$ cat src/tbl_exec_consts.vh
// constants for the table write, test-skip and xor-literal execution block
`ifndef TBL_EXEC_CONSTS_VH
`define TBL_EXEC_CONSTS_VH
`define OP_TBLW_HI 14'h0003
`define OP_TSTZ_HI 7'h33
`define OP_XORL_HI 8'h0A
`define MODE_NONE 2'h0
`define MODE_POSTINC 2'h1
`define MODE_POSTDEC 2'h2
`define MODE_PREINC 2'h3
`define PTR_RST 21'h000000
`define PTR_ONE 21'h000001
`define ACC_RST 8'h00
`define BYTE_ZERO 8'h00
`define IDX_LIMIT 8'h5F
`define ACCESS_HI_BASE 8'h60
`define ACCESS_HI_BANK 4'hF
`define ACCESS_LO_BANK 4'h0
`define IDX_BANK 4'h0
`define RD_ADDR_RST 12'h000
`define HOLD_RST 8'hFF
`endif

$ cat src/holding_regs.v
// eight-entry holding register file for table writes
`timescale 1ns/10ps
`include "tbl_exec_consts.vh"
module holding_regs #(
   parameter DEPTH = 8,
   parameter AW = 3
) (
   input wire mclk,
   input wire rst,
   input wire wr_en,
   input wire [AW-1:0] wr_addr,
   input wire [7:0] wr_data,
   input wire [AW-1:0] rd_addr,
   output reg [7:0] rd_data_ff
);
   reg [7:0] mem_ff [0:DEPTH-1];
   genvar gi;
   generate
      for (gi = 0; gi < DEPTH; gi = gi + 1) begin : g_ent
         always @(posedge mclk or posedge rst) begin
            if (rst)
               mem_ff[gi] <= `HOLD_RST;
            else if (wr_en && wr_addr == gi)
               mem_ff[gi] <= wr_data; // only the holding reg changes, never the array
         end
      end
   endgenerate
   always @(posedge mclk or posedge rst) begin
      if (rst)
         rd_data_ff <= `BYTE_ZERO;
      else
         rd_data_ff <= mem_ff[rd_addr];
   end
endmodule // holding_regs

$ cat src/table_write_test_xor_exec.v
// execution unit for table write, test-skip-if-zero and xor literal
//
// Overview of operation
// - pointer low three bits pick holding register
// - eight holding regs; 0000_0000_0000_11nn decoded
// - post-increment: write old address, then advance
// - pre-increment: advance first; latch keeps value
// - decode 0110_011a; skip only when zero
// - skip discards fetched word, one nop cycle
// - skipping two-word instruction costs two nops
// - bank bit 0 selects access bank
// - bank bit 1 uses bank select reg
// - extended set, a=0: f<=5Fh indexed offset
// - xor accumulator with literal into accumulator
// - decode 0000_1010 kkkk_kkkk
// - xor updates only negative and zero
// - 21-bit pointer; bits 2:0 pick holding reg
`timescale 1ns/10ps
`include "tbl_exec_consts.vh"
module table_write_test_xor_exec #(
   parameter PTR_W = 21,
   parameter HOLD_DEPTH = 8,
   parameter HOLD_AW = 3
) (
   input wire mclk,
   input wire rst,
   input wire instr_valid,
   input wire [15:0] instr_word,
   input wire next_is_two_word,
   input wire ext_set_en,
   input wire [3:0] bank_select_reg,
   input wire [PTR_W-1:0] table_pointer_in,
   input wire table_pointer_load,
   input wire [7:0] table_latch,
   input wire [7:0] reg_rd_data,
   input wire [7:0] fsr2_low,
   input wire [HOLD_AW-1:0] hold_rd_addr,
   output reg [11:0] reg_rd_addr_ff,
   output reg reg_rd_indexed_ff,
   output reg [PTR_W-1:0] table_pointer_ff,
   output reg [7:0] acc_ff,
   output reg flag_n_ff,
   output reg flag_z_ff,
   output reg busy_ff,
   output reg discard_ff,
   output reg hold_we_ff,
   output wire [7:0] hold_rd_data
);
   // ****************************************
   // decode
   // ****************************************
   wire is_tblw = instr_valid && !busy_ff && instr_word[15:2] == `OP_TBLW_HI;
   wire is_tstz = instr_valid && !busy_ff && instr_word[15:9] == `OP_TSTZ_HI;
   wire is_xorl = instr_valid && !busy_ff && instr_word[15:8] == `OP_XORL_HI;
   // limitation: a request right after a test is taken; a skip cancels a table write there, but not an xor or a test
   wire bank_bit = instr_word[8];
   wire [7:0] faddr = instr_word[7:0];
   wire [7:0] xor_res = acc_ff ^ instr_word[7:0];
   reg [1:0] state_ff;
   reg [1:0] nxt_state;
   reg [1:0] mode_ff;
   reg [HOLD_AW-1:0] wr_sel;
   reg [PTR_W-1:0] nxt_ptr;
   reg [3:0] abank;
   reg tst_pend_ff;
   reg two_word_ff;
   reg [11:0] nxt_rd_addr;
   reg nxt_indexed;
   // carry dropped on purpose: the register file adds the index high part
   wire [8:0] idx_full = {1'b0, fsr2_low} + {1'b0, faddr};
   wire [7:0] idx_sum = idx_full[7:0];
   // ****************************************
   // sequencer states
   // ****************************************
   localparam ST_IDLE = 2'h0;
   localparam ST_TBLW2 = 2'h1;
   localparam ST_SKIP1 = 2'h2;
   localparam ST_SKIP2 = 2'h3;
   // ****************************************
   // register address formation
   // ****************************************
   always @* begin
      abank = (faddr >= `ACCESS_HI_BASE) ? `ACCESS_HI_BANK : `ACCESS_LO_BANK;
   end
   always @* begin
      nxt_rd_addr = reg_rd_addr_ff;
      nxt_indexed = reg_rd_indexed_ff;
      if (is_tstz) begin
         if (bank_bit) begin
            nxt_rd_addr = {bank_select_reg, faddr};
            nxt_indexed = 1'b0;
         end else if (ext_set_en && faddr <= `IDX_LIMIT) begin
            nxt_rd_addr = {`IDX_BANK, idx_sum};
            nxt_indexed = 1'b1;
         end else begin
            nxt_rd_addr = {abank, faddr};
            nxt_indexed = 1'b0;
         end
      end
   end
   always @(posedge mclk or posedge rst) begin
      if (rst) begin
         reg_rd_addr_ff <= `RD_ADDR_RST;
         reg_rd_indexed_ff <= 1'b0;
      end else begin
         reg_rd_addr_ff <= nxt_rd_addr;
         reg_rd_indexed_ff <= nxt_indexed;
      end
   end
   // test bookkeeping: data comes back one cycle after the address
   always @(posedge mclk or posedge rst) begin
      if (rst) begin
         tst_pend_ff <= 1'b0;
         two_word_ff <= 1'b0;
      end else begin
         tst_pend_ff <= is_tstz;
         if (is_tstz)
            two_word_ff <= next_is_two_word;
      end
   end
   // ****************************************
   // sequencer
   // ****************************************
   always @* begin
      nxt_state = state_ff;
      case (state_ff)
         ST_IDLE: begin
            if (is_tblw)
               nxt_state = ST_TBLW2;
         end
         ST_TBLW2: nxt_state = ST_IDLE;
         ST_SKIP1: nxt_state = two_word_ff ? ST_SKIP2 : ST_IDLE;
         ST_SKIP2: nxt_state = ST_IDLE;
         default: nxt_state = ST_IDLE;
      endcase
      // data arrives one cycle after the address; decide skip then
      if (tst_pend_ff && reg_rd_data == `BYTE_ZERO)
         nxt_state = ST_SKIP1;
   end
   // ****************************************
   // table pointer and holding write select
   // ****************************************
   always @* begin
      nxt_ptr = table_pointer_ff;
      wr_sel = table_pointer_ff[HOLD_AW-1:0];
      case (mode_ff)
         `MODE_NONE: nxt_ptr = table_pointer_ff;
         `MODE_POSTINC: nxt_ptr = table_pointer_ff + `PTR_ONE;
         `MODE_POSTDEC: nxt_ptr = table_pointer_ff - `PTR_ONE;
         `MODE_PREINC: begin
            nxt_ptr = table_pointer_ff + `PTR_ONE;
            wr_sel = nxt_ptr[HOLD_AW-1:0];
         end
         default: nxt_ptr = table_pointer_ff;
      endcase
   end
   wire hold_we = (state_ff == ST_TBLW2); // latch sampled in second cycle
   // ****************************************
   // sequencer state and cycle flags
   // ****************************************
   always @(posedge mclk or posedge rst) begin
      if (rst) begin
         state_ff <= ST_IDLE;
         busy_ff <= 1'b0;
         discard_ff <= 1'b0;
         hold_we_ff <= 1'b0;
      end else begin
         state_ff <= nxt_state;
         busy_ff <= (nxt_state != ST_IDLE);
         discard_ff <= (nxt_state == ST_SKIP1) || (nxt_state == ST_SKIP2);
         hold_we_ff <= hold_we;
      end
   end
   // ****************************************
   // table write mode and pointer
   // ****************************************
   always @(posedge mclk or posedge rst) begin
      if (rst)
         mode_ff <= `MODE_NONE;
      else if (is_tblw)
         mode_ff <= instr_word[1:0];
   end
   // the write's own update wins over a host load in the same cycle
   always @(posedge mclk or posedge rst) begin
      if (rst)
         table_pointer_ff <= `PTR_RST;
      else if (hold_we)
         table_pointer_ff <= nxt_ptr;
      else if (table_pointer_load)
         table_pointer_ff <= table_pointer_in;
   end
   // ****************************************
   // accumulator and status flags
   // ****************************************
   always @(posedge mclk or posedge rst) begin
      if (rst) begin
         acc_ff <= `ACC_RST;
         flag_n_ff <= 1'b0;
         flag_z_ff <= 1'b0;
      end else if (is_xorl) begin
         acc_ff <= xor_res;
         flag_n_ff <= xor_res[7];
         flag_z_ff <= (xor_res == `BYTE_ZERO);
      end
   end
   // ****************************************
   // holding registers
   // ****************************************
   holding_regs #(
      .DEPTH(HOLD_DEPTH),
      .AW(HOLD_AW)
   ) u_hold (
      .mclk(mclk),
      .rst(rst),
      .wr_en(hold_we),
      .wr_addr(wr_sel),
      .wr_data(table_latch), // latch is only read, never altered
      .rd_addr(hold_rd_addr),
      .rd_data_ff(hold_rd_data)
   );
endmodule // table_write_test_xor_exec

$ cat config.mk
export PLATFORM = sky130hd
export DESIGN_NAME = table_write_test_xor_exec
export DESIGN_NICKNAME = d
export VERILOG_FILES = /design/src/holding_regs.v /design/src/table_write_test_xor_exec.v
export VERILOG_INCLUDE_DIRS = /design/src /design/src/src
export SDC_FILE = /design/constraint.sdc
export NUM_CORES = 1
export LEC_CHECK = 0
export ABC_AREA = 1
export BUFFER_PORTS_ARGS = -buffer_cell sky130_fd_sc_hd__buf_2
export CAP_MARGIN = 20
export CORE_MARGIN = 10
export CORE_UTILIZATION = 56
export CTS_CLUSTER_DIAMETER = 50
export DETAILED_ROUTE_END_ITERATION = 6
export PLACE_DENSITY = 0.8
export SETUP_SLACK_MARGIN = 0.5
export SLEW_MARGIN = 20
export SYNTH_ARGS = -nofsm -noshare
export SYNTH_HDL_FRONTEND = slang
export SYNTH_SLANG_ARGS = --single-unit
$ cat constraint.sdc
create_clock -name mclk -period 5.41 [get_ports mclk]
set_input_delay 0.8115 -clock mclk [delete_from_list [all_inputs] [get_ports mclk]]
set_output_delay 0.8115 -clock mclk [all_outputs]
set_load 0.05 [all_outputs]
==> results.md, run 1 <==
- The run finished with clean final reports.
- The mean number of vias per cell is 5.36.
- The clock transition time at the flip-flop clock pins of the worst setup and hold paths is 0.05 ns.
- Relative to the synthesized area, the layout overhead comes to 18.0%.
- By instance count, the leading cell after synthesis is sky130_fd_sc_hd__nand2_1.
- By count the netlist is led by sky130_fd_sc_hd__nand2_1, sky130_fd_sc_hd__nor2_1, sky130_fd_sc_hd__o21ai_0, sky130_fd_sc_hd__inv_1, sky130_fd_sc_hd__dfstp_2.
- The worst hold path cell count is 2.
- After synthesis, the largest family of logic cells by area is simple AND/OR/NAND/NOR gates.
- Traced cell by cell, the critical path runs through nor2_4 > inv_2 > nand2_1 > nand2_1 > inv_2 > nor2_1 > nand2_1 > o21ai_0.
- The final worst-path cycle share is 0.494.
- The TritonCTS buffer count is 17.
- After clock tree synthesis, the setup repair step added 0 buffers.
- The final routed wire length divided by cell count is 15.3 µm.
- For the worst setup path, the data required time is 5.67 ns.
- After routing, the total negative slack on setup checks comes to 0 ns.
- The longest individual stage delay on the worst path is 0.64 ns.
- The pin count of the biggest net entering global routing is 70.
- Of the cells placed in the final design, the portion with a size suffix greater than 1 is 0.227.
- The worst register-to-register path has a depth of 8.
- The total count of hold-check failures in the final report was 0.
- The destination of the worst hold path is u_hold.mem_ff[41]$_DFFE_PP1P_.
- The multi-input logic area is 3320 µm².
- The signal arrival time at the worst endpoint is 2.94 ns.
- The routed design has 18.8 mm of wire.
- Setup repair after global routing left no endpoint under its margin.
- The worst path needs 2.67 ns of the cycle, external delays included.
- The first detailed-routing pass took 5 iterations.
- The global-route wire length before repair is 32.0 mm.
- Across the run, the number of max-cap violations was 0.
- In the synthesized netlist the dominant register cell turns out to be sky130_fd_sc_hd__dfstp_2.
- The hold-fix buffer count after cts is 0.
- After the first detailed-routing iteration, the DRC count stood at 679.
- The worst setup path is of the register to register kind.
- Across the VDD grid, the largest voltage drop is 0.185 mV.
- The die is 131 µm wide.
- The layout has 1065 filler cells.
- The share of synthesized area occupied by flip-flops and latches is 0.460.
- Timing analysis after detailed placement gives a worst setup slack of 2.71 ns.
- Once routing completed, OpenROAD measured the worst setup slack at 2.74 ns.
- For the pin with the worst max-slew slack, the measured transition is 0.873 ns.
- The clock drives 124 sinks.
- The number of antenna violations at the first check in global routing is 0.
- The total global-route track usage is 0.220.
- After global routing the overflow that remains totals 0.
- The critical-path maximum fanout is 37.
- The number of port buffers is 128.
- The worst setup path is captured at a register.
- The number of rows in the core area is 40.
- The power per cell area is 303 nW/µm².
- The post-CTS resize count is 0.
- The total of warnings raised by yosys is 0.
- Counting flops and latches in the post-synthesis netlist gives 124.
- Counting every net in the synthesized netlist gives 1020.
- The area taken by flip-flops and latches is 3180 µm².
- The launch instance of the worst min-delay path is u_hold.mem_ff[41]$_DFFE_PP1P_.
- The total area inside the core boundary comes to 12100 µm².
- The wire-length estimate of the detail-placed layout is 12.9 mm.
- Among all stages on the critical path, the largest delay is contributed by sky130_fd_sc_hd__nor2_4.
- The synthesized design spends more area on one cell type than any other, namely sky130_fd_sc_hd__dfstp_2.
- The repair_antennas step left the layout with diodes totalling 0.
- Of the total synthesized cell area, the portion taken by XOR and XNOR cells is 0.0327.
- For this run, design rule violations remaining after detail routing come to 0.
- The final-report max-slew violation count is 0.
- The number of vias in the routed layout is 6609.
- The root buffer cell is sky130_fd_sc_hd__clkbuf_16.
- Of the total synthesized cell area, the portion taken by AND, OR, NAND and NOR gates is 0.292.
- The maximum clock rate is 0.374 GHz.
- The headroom to the max-slew limit is 0.417.
- At the end of routability-driven placement, the weighted congestion stood at 0.900.
- Of the total synthesized cell area, the portion taken by full adders, half adders and majority gates is 0.0192.
- The area fraction in compound gates after synthesis is 0.135.
- By area the synthesized netlist is led by sky130_fd_sc_hd__dfstp_2, sky130_fd_sc_hd__dfrtp_1, sky130_fd_sc_hd__nand2_1.
- For this design the static power due to leakage is 4.29 nW.
- Once layout is complete, the utilization of the core stands at 0.677.
- Of the post-synthesis cell area, the part taken by muxes is 0.
- The layout net count is 1135.
- The synthesized instance count is 936.
- The source-to-sink clock delay at the later pin of the worst-skew pair is 0.42 ns.
- Between clock sinks in the finished design, the worst skew comes to 0.00965 ns.
- The number of global-route vias before repair is 6449.
- The type of the tightest min-delay check is register to register.
- The die covers 17200 µm².
- Synthesis instantiated 37 different standard cells from the library.
- The start of the worst register-to-register path is state_ff[1]$_DFF_PP0_.
- The remaining antenna violation count is 0.
- The number of synthesized flops with an enable pin is 0.
- The synthesized area divided by synthesized cell count is 7.39 µm².
- The cell area that synthesis handed to floorplanning was 6920 µm².
- The area share of the largest cell type after synthesis is 0.243.
- In this run the critical register-to-register path is captured at table_pointer_ff[11]$_DFFE_PP0P_.
- The fraction of registers with async set/reset is 1.00.
- The count of pins on the block boundary is 129.
- The initial cell density of the core is 0.574.
- Counting stages on the worst path, the most repeated cell is sky130_fd_sc_hd__nand2_1.
- The overall die height is 131 µm.
- The worst register-to-register path has a setup slack of 2.74 ns.
- The launching element type of the critical path is a register.
- The setup-violating endpoint count in the final report is 0.
- CTS built an H-tree with a depth of 4.
- The clock tree from TritonCTS is done.
- The clock tree buffer depth is 2.
report_power, final:
group / total (mW) / internal (mW) / switching (mW)
registers: 1.02 / 0.977 / 0.0443
clock network: 1.05 / 0.646 / 0.405
logic: 0.403 / 0.110 / 0.293
how the worst max path moves through the flow:
| stage | startpoint | end | slack, ns | depth (start not counted) |
|---|---|---|---|---|
| after global placement | instr_valid | reg_rd_addr_ff[2]$_DFFE_PP0P_ | 2.77 | 9 |
| after global routing | state_ff[1]$_DFF_PP0_ | table_pointer_ff[6]$_DFFE_PP0P_ | 2.42 | 8 |
| final | state_ff[1]$_DFF_PP0_ | table_pointer_ff[11]$_DFFE_PP0P_ | 2.74 | 8 |
| after detailed placement | instr_valid | reg_rd_addr_ff[2]$_DFFE_PP0P_ | 2.71 | 9 |
| after CTS | state_ff[1]$_DFF_PP0_ | table_pointer_ff[11]$_DFFE_PP0P_ | 2.75 | 8 |
| after floorplan | rst | acc_ff[0]$_DFFE_PP0P_ | 1.41 | 1 |
layout make-up:
cell class	count	area share
clock buffer	26	0.0625
clock inverter	6	0.00398
inverter	70	0.0325
multi-input combinational	709	0.406
sequential	124	0.390
tap	168	0.0257
timing repair buffer	129	0.0794
critical path: cells and delay by family (launching register included):
kind            cells  cell delay (ns)
simple gates        5             1.22
buf+inv             2             0.76
flops               1             0.41
compound gates      1             0.09
stage by stage:
stage | cells | instance area (µm²) | hold WS (ns) | power [mW]
final | 1232 | 8170 | 0.471 | 2.48
after global routing | 1232 | 8170 | 0.484 | 2.58
after CTS | 1232 | 8170 | 0.472 | 2.49
after detailed placement | 1200 | 7620 | 0.462 | 1.43
after global placement | 1200 | 7620 | 0.460 | 1.43
after floorplan | 936 | 6920 | 0.449 | 1.32
cells in the final DEF, fill, tap and decap left out, types with 18 or more instances in the layout:
| cell | instances |
|---|---|
| sky130_fd_sc_hd__o21ai_0 | 91 |
| sky130_fd_sc_hd__nand3_1 | 41 |
| sky130_fd_sc_hd__dfrtp_1 | 60 |
| sky130_fd_sc_hd__dfstp_2 | 64 |
| sky130_fd_sc_hd__inv_1 | 65 |
| sky130_fd_sc_hd__nand2_1 | 260 |
| sky130_fd_sc_hd__buf_2 | 128 |
| sky130_fd_sc_hd__o21ai_1 | 38 |
| sky130_fd_sc_hd__nor2_1 | 158 |
| sky130_fd_sc_hd__a21oi_1 | 26 |
| sky130_fd_sc_hd__xor2_1 | 23 |
| sky130_fd_sc_hd__clkbuf_16 | 18 |
state kept, by name, indices dropped and copies added, names as in the netlist:
signal and flops:
hold_we_ff 1, acc_ff 8, busy_ff 1, reg_rd_indexed_ff 1, flag_z_ff 1, mode_ff 2
reg_rd_addr_ff 12, table_pointer_ff 21, tst_pend_ff 1, state_ff 2, u_hold.mem_ff 64, u_hold.rd_data_ff 8
two_word_ff 1, discard_ff 1
metal layers:
metal,wire [µm],GRT usage,vias to the layer above,share of wire
met5,0,0,-,0
met4,318,0.0719,0,0.017
met3,1440,0.0610,31,0.077
met2,8770,0.342,240,0.47
met1,8300,0.289,3078,0.44
li1,-,-,3260,-
cells by family after synthesis:
group | count (synthesis)
xor+xnor | 25
buf+inv | 103
simple gates | 496
flops | 124
compound gates | 178
fa+ha+maj | 10
No activity file was read; power rests on OpenSTA's default activity.
==> run 2, diff against run 1 <==
--- a/config.mk
+++ b/config.mk
@@ -6,14 +6,14 @@
 export SDC_FILE = /design/constraint.sdc
 export NUM_CORES = 1
 export LEC_CHECK = 0
-export ABC_AREA = 1
+export ABC_AREA = 0
 export BUFFER_PORTS_ARGS = -buffer_cell sky130_fd_sc_hd__buf_2
 export CAP_MARGIN = 20
 export CORE_MARGIN = 10
-export CORE_UTILIZATION = 56
+export CORE_UTILIZATION = 50
 export CTS_CLUSTER_DIAMETER = 50
 export DETAILED_ROUTE_END_ITERATION = 6
-export PLACE_DENSITY = 0.8
+export PLACE_DENSITY = 0.76
 export SETUP_SLACK_MARGIN = 0.5
 export SLEW_MARGIN = 20
 export SYNTH_ARGS = -nofsm -noshare
==> constraint.sdc (replaced) <==
create_clock -name mclk -period 2.15 [get_ports mclk]
set_input_delay 0.3225 -clock mclk [delete_from_list [all_inputs] [get_ports mclk]]
set_output_delay 0.3225 -clock mclk [all_outputs]
set_load 0.05 [all_outputs]
==> results.md, run 2 <==
- The flow ran to the end, but the final reports show violations.
- The final reports fail on DRC, setup timing.
- The total count of hold-check failures in the final report came to 0 (unchanged).
- The synthesized instance count is 566 (-40%).
- In the layout the commonest cells are sky130_fd_sc_hd__buf_2, sky130_fd_sc_hd__dfstp_2, sky130_fd_sc_hd__dfrtp_1, sky130_fd_sc_hd__mux2_4, sky130_fd_sc_hd__buf_4.
- The final worst-path cycle share is 1.35 (+0.852).
- The number of distinct library cells after synthesis is 57 (+54%).
- The headroom to the max-slew limit was 0.564 (+0.147).
- The xor and xnor fraction of the mapped netlist area is 0.0311 (-0.00161).
- The area share of and/or/nand/nor cells after synthesis is 0.118 (-0.174).
- The fraction of registers with async set/reset is 1.00 (unchanged).
- The count of maximum capacitance violations is 0 (unchanged).
- The power per cell area is 747 nW/µm² (+150%).
- The maximum clock rate is 0.346 GHz (-7.6%).
- In the final layout, the registers with the most flip-flops are u_hold.mem_ff x64, table_pointer_ff x21, reg_rd_addr_ff x12.
- The post-place setup slack is -0.729 ns (-3.44 ns).
- In this run the critical register-to-register path is launched from table_pointer_ff[0]$_DFFE_PP0P_.
- The required time reported for the critical path endpoint came to 2.47 ns (-3.20 ns).
- The number of synthesized flops with an enable pin came to 0 (unchanged).
- The synthesis-to-finish area growth is 42.0%.
- The setup-violating endpoint count in the final report came to 77 (+77).
- The clock transition time at the flip-flop clock pins of the worst setup and hold paths is 0.06 ns (about the same).
- The setup clock skew after layout was 0.0104 ns (+0.000721 ns).
- The share of cell area taken by muxes after synthesis is 0.199 (+0.199).
- The fraction of the mapped netlist area in adder cells was 0.0205 (+0.00132).
- The most common cell after layout, fill and taps aside is sky130_fd_sc_hd__buf_2.
- The length of the first detailed-routing pass in iterations is 7 (+2).
- sky130_fd_sc_hd__dfstp_2 takes more of the synthesized area than any other cell.
- The number of flip-flops in the largest register is 64 (unchanged).
- The global-route wire length before repair was 29.3 mm (-8.4%).
- In this run the worst setup path begins at table_pointer_ff[0]$_DFFE_PP0P_.
- The number of vias in the routed layout is 5672 (-14%).
- The total grt overflow is 0 (unchanged).
- The start-to-end type of the worst setup path is register to register.
- Yosys instantiated no cell more often than sky130_fd_sc_hd__mux2_2.
- The post-layout minimum cycle time is 2.89 ns (+0.219 ns).
- The mean number of vias per cell is 6.11 (+14%).
- The signal arrival time at the worst endpoint is 3.21 ns (+0.27 ns).
- The path class of the tightest hold or removal check is input pin to asynchronous set/reset pin.
- The total clock sinks is 124 (unchanged).
- The share of final-layout standard cells stronger than drive strength 1 is 0.603 (+0.377).
- The detailed router's first-iteration violation count is 525 (-23%).
- The depth of the CTS H-tree is 4 (unchanged).
- The overall die height came to 134 µm (+2.0%).
- The leakage power figure came to 4.03 nW (-6.2%).
- The layout net count was 827 (-27%).
- The area of the core is 12700 µm² (+5.1%).
- Ranked by total cell area, the synthesized netlist is headed by sky130_fd_sc_hd__dfstp_2, sky130_fd_sc_hd__dfrtp_1, sky130_fd_sc_hd__mux2_2.
- The net count after synthesis was 650 (-36%).
- The cell area after placement is 7750 µm² (+1.6%).
- The main combinational cell family by area after synthesis is multiplexers.
- The most used flip-flop cell after synthesis is sky130_fd_sc_hd__dfstp_2.
- The share of synthesized area occupied by flip-flops and latches is 0.492 (+0.0317).
- The number of DRC violations after detailed routing is 1 (+1).
- The total global-route track usage was 0.203 (-0.0170).
- The cell area after synthesis is 6470 µm² (-6.4%).
- The maximum resistive drop on vdd is 0.653 mV (+250%).
- The pin count of the biggest net entering global routing is 125 (+79%).
- The antenna diode count is 0 (unchanged).
- The worst setup path is captured at a register.
- The initial cell density of the core is 0.511 (-0.0627).
- The number of port buffers came to 128 (unchanged).
- The number of antenna violations at the first check in global routing was 0 (unchanged).
- The slack of the critical path is -0.744 ns (-3.48 ns).
- The worst setup path is launched from a register.
- The hold-fix buffer count after cts came to 0 (unchanged).
- The width of the chip came to 134 µm (+2.0%).
- The layout filler cell count is 776 (-27%).
- The area of all placed cells without fillers is 9190 µm² (+13%).
- The final routed wire length divided by cell count came to 22.6 µm (+48%).
- The synthesized area divided by synthesized cell count is 11.4 µm² (+55%).
- The commonest cells after synthesis are sky130_fd_sc_hd__mux2_2, sky130_fd_sc_hd__dfstp_2, sky130_fd_sc_hd__dfrtp_1, sky130_fd_sc_hd__nor2_1, sky130_fd_sc_hd__a21oi_1.
- The routability congestion estimate from global placement is 0.906 (+0.73%).
- The transition at the pin with the smallest max-transition slack is 0.654 ns (-0.219 ns).
- The post-detailed-routing wire length is 21.0 mm (+11%).
- The remaining antenna violation count is 0 (unchanged).
- The number of cells on the worst reg-to-reg path is 8 (unchanged).
- The critical-path maximum fanout is 2 (-95%).
- Setup repair after global routing could not meet its margin everywhere.
- The register with the highest flop count is u_hold.mem_ff.
- The final-report max-slew violation count is 0 (unchanged).
- The source-to-sink clock delay at the later pin of the worst-skew pair is 0.43 ns (about the same).
- The count of pins on the block boundary is 129 (unchanged).
- The root buffer cell is sky130_fd_sc_hd__clkbuf_16.
- The number of global-route vias before repair is 5826 (-9.7%).
- The area fraction in compound gates after synthesis is 0.110 (-0.0255).
- The total of warnings raised by yosys came to 0 (unchanged).
- The total of flip-flops plus latches after synthesis was 124 (unchanged).
- The area of the die came to 17900 µm² (+4.1%).
- The number of rows in the core area is 41 (+2.5%).
- The placed wire-length estimate after detailed placement is 12.4 mm (-3.7%).
- The TritonCTS buffer count was 17 (unchanged).
- The sum of internal, switching and leakage power is 6.87 mW (+180%).
- The area share of the largest cell type after synthesis was 0.260 (+0.0167).
- The clock tree buffer depth is 2 (unchanged).
- TritonCTS built the clock tree.
-- run 2: power by group --
part	switching, mW	internal [mW]	total [mW]
clock	1.14	1.91	3.05
sequential	0.0834	2.48	2.56
combinational	0.794	0.459	1.25
total	2.02	4.85	6.87
-- run 2: repair_timing --
| item | 4_1_cts | 5_1_grt |
|---|---|---|
| gates resized for setup | 64 | 118 |
| setup buffers | 4 | 9 |
| pin swaps | 19 | 35 |
| setup endpoints to repair | 97 | 96 |
| cloned | 0 | 0 |
-- run 2: final timing paths --
check	end	slack [ns]
worst max-delay path	table_pointer_ff[20]$_DFFE_PP0P_	-0.74
worst min-delay path	reg_rd_addr_ff[11]$_DFFE_PP0P_	0.08
worst max register to register	table_pointer_ff[20]$_DFFE_PP0P_	-0.74
worst min register to register	acc_ff[6]$_DFFE_PP0P_	0.51
max in group asynchronous	busy_ff$_DFF_PP0_	1.55
min in group mclk	two_word_ff$_DFFE_PP0P_	0.15
-- run 2: per-stage QoR --
stage | hold WS (ns) | utilization | setup TNS [ns] | cells
global route | 0.132 | 0.726 | -13.82 | 928
CTS | 0.118 | 0.683 | -2.64 | 919
global placement | 0.496 | 0.611 | -2.66 | 883
detailed placement | 0.497 | 0.611 | -3.20 | 883
finish | 0.0818 | 0.726 | -13.07 | 928
floorplan | 0.452 | - | -4.51 | 566
-- run 2: logic make-up after synthesis --
kind of cell / after synthesis
compound gates: 113
mux: 99
simple gates: 152
buf+inv: 45
flops: 124
fa+ha+maj: 10
xor+xnor: 23
-- run 2: final cells by class --
class	count	area [µm²]	share of cell area
timing repair buffer	190	1280	0.140
sequential	124	3190	0.347
clock buffer	18	450	0.0490
clock inverter	14	176	0.0192
inverter	13	57.6	0.00626
multi-input combinational	397	3820	0.416
tap	172	215	0.0234
-- run 2: routing by layer --
metal  vias up  part of all wire  global-route usage
li1       2452                 -                   -
met1      2820              0.39               0.237
met2       314              0.49               0.340
met3        86             0.074              0.0560
met4         0             0.046              0.0925
met5         -                 0                   0
-- run 2: critical path: stages, from the launching register on --
cell                       delay, ns
sky130_fd_sc_hd__dfrtp_2        0.43
sky130_fd_sc_hd__clkinv_4       0.07
sky130_fd_sc_hd__ha_4           0.13
sky130_fd_sc_hd__or4b_4         0.46
sky130_fd_sc_hd__or4_4          0.44
sky130_fd_sc_hd__or4_4          0.45
sky130_fd_sc_hd__o22ai_4        0.20
sky130_fd_sc_hd__mux2_4         0.32
sky130_fd_sc_hd__a221o_1        0.28
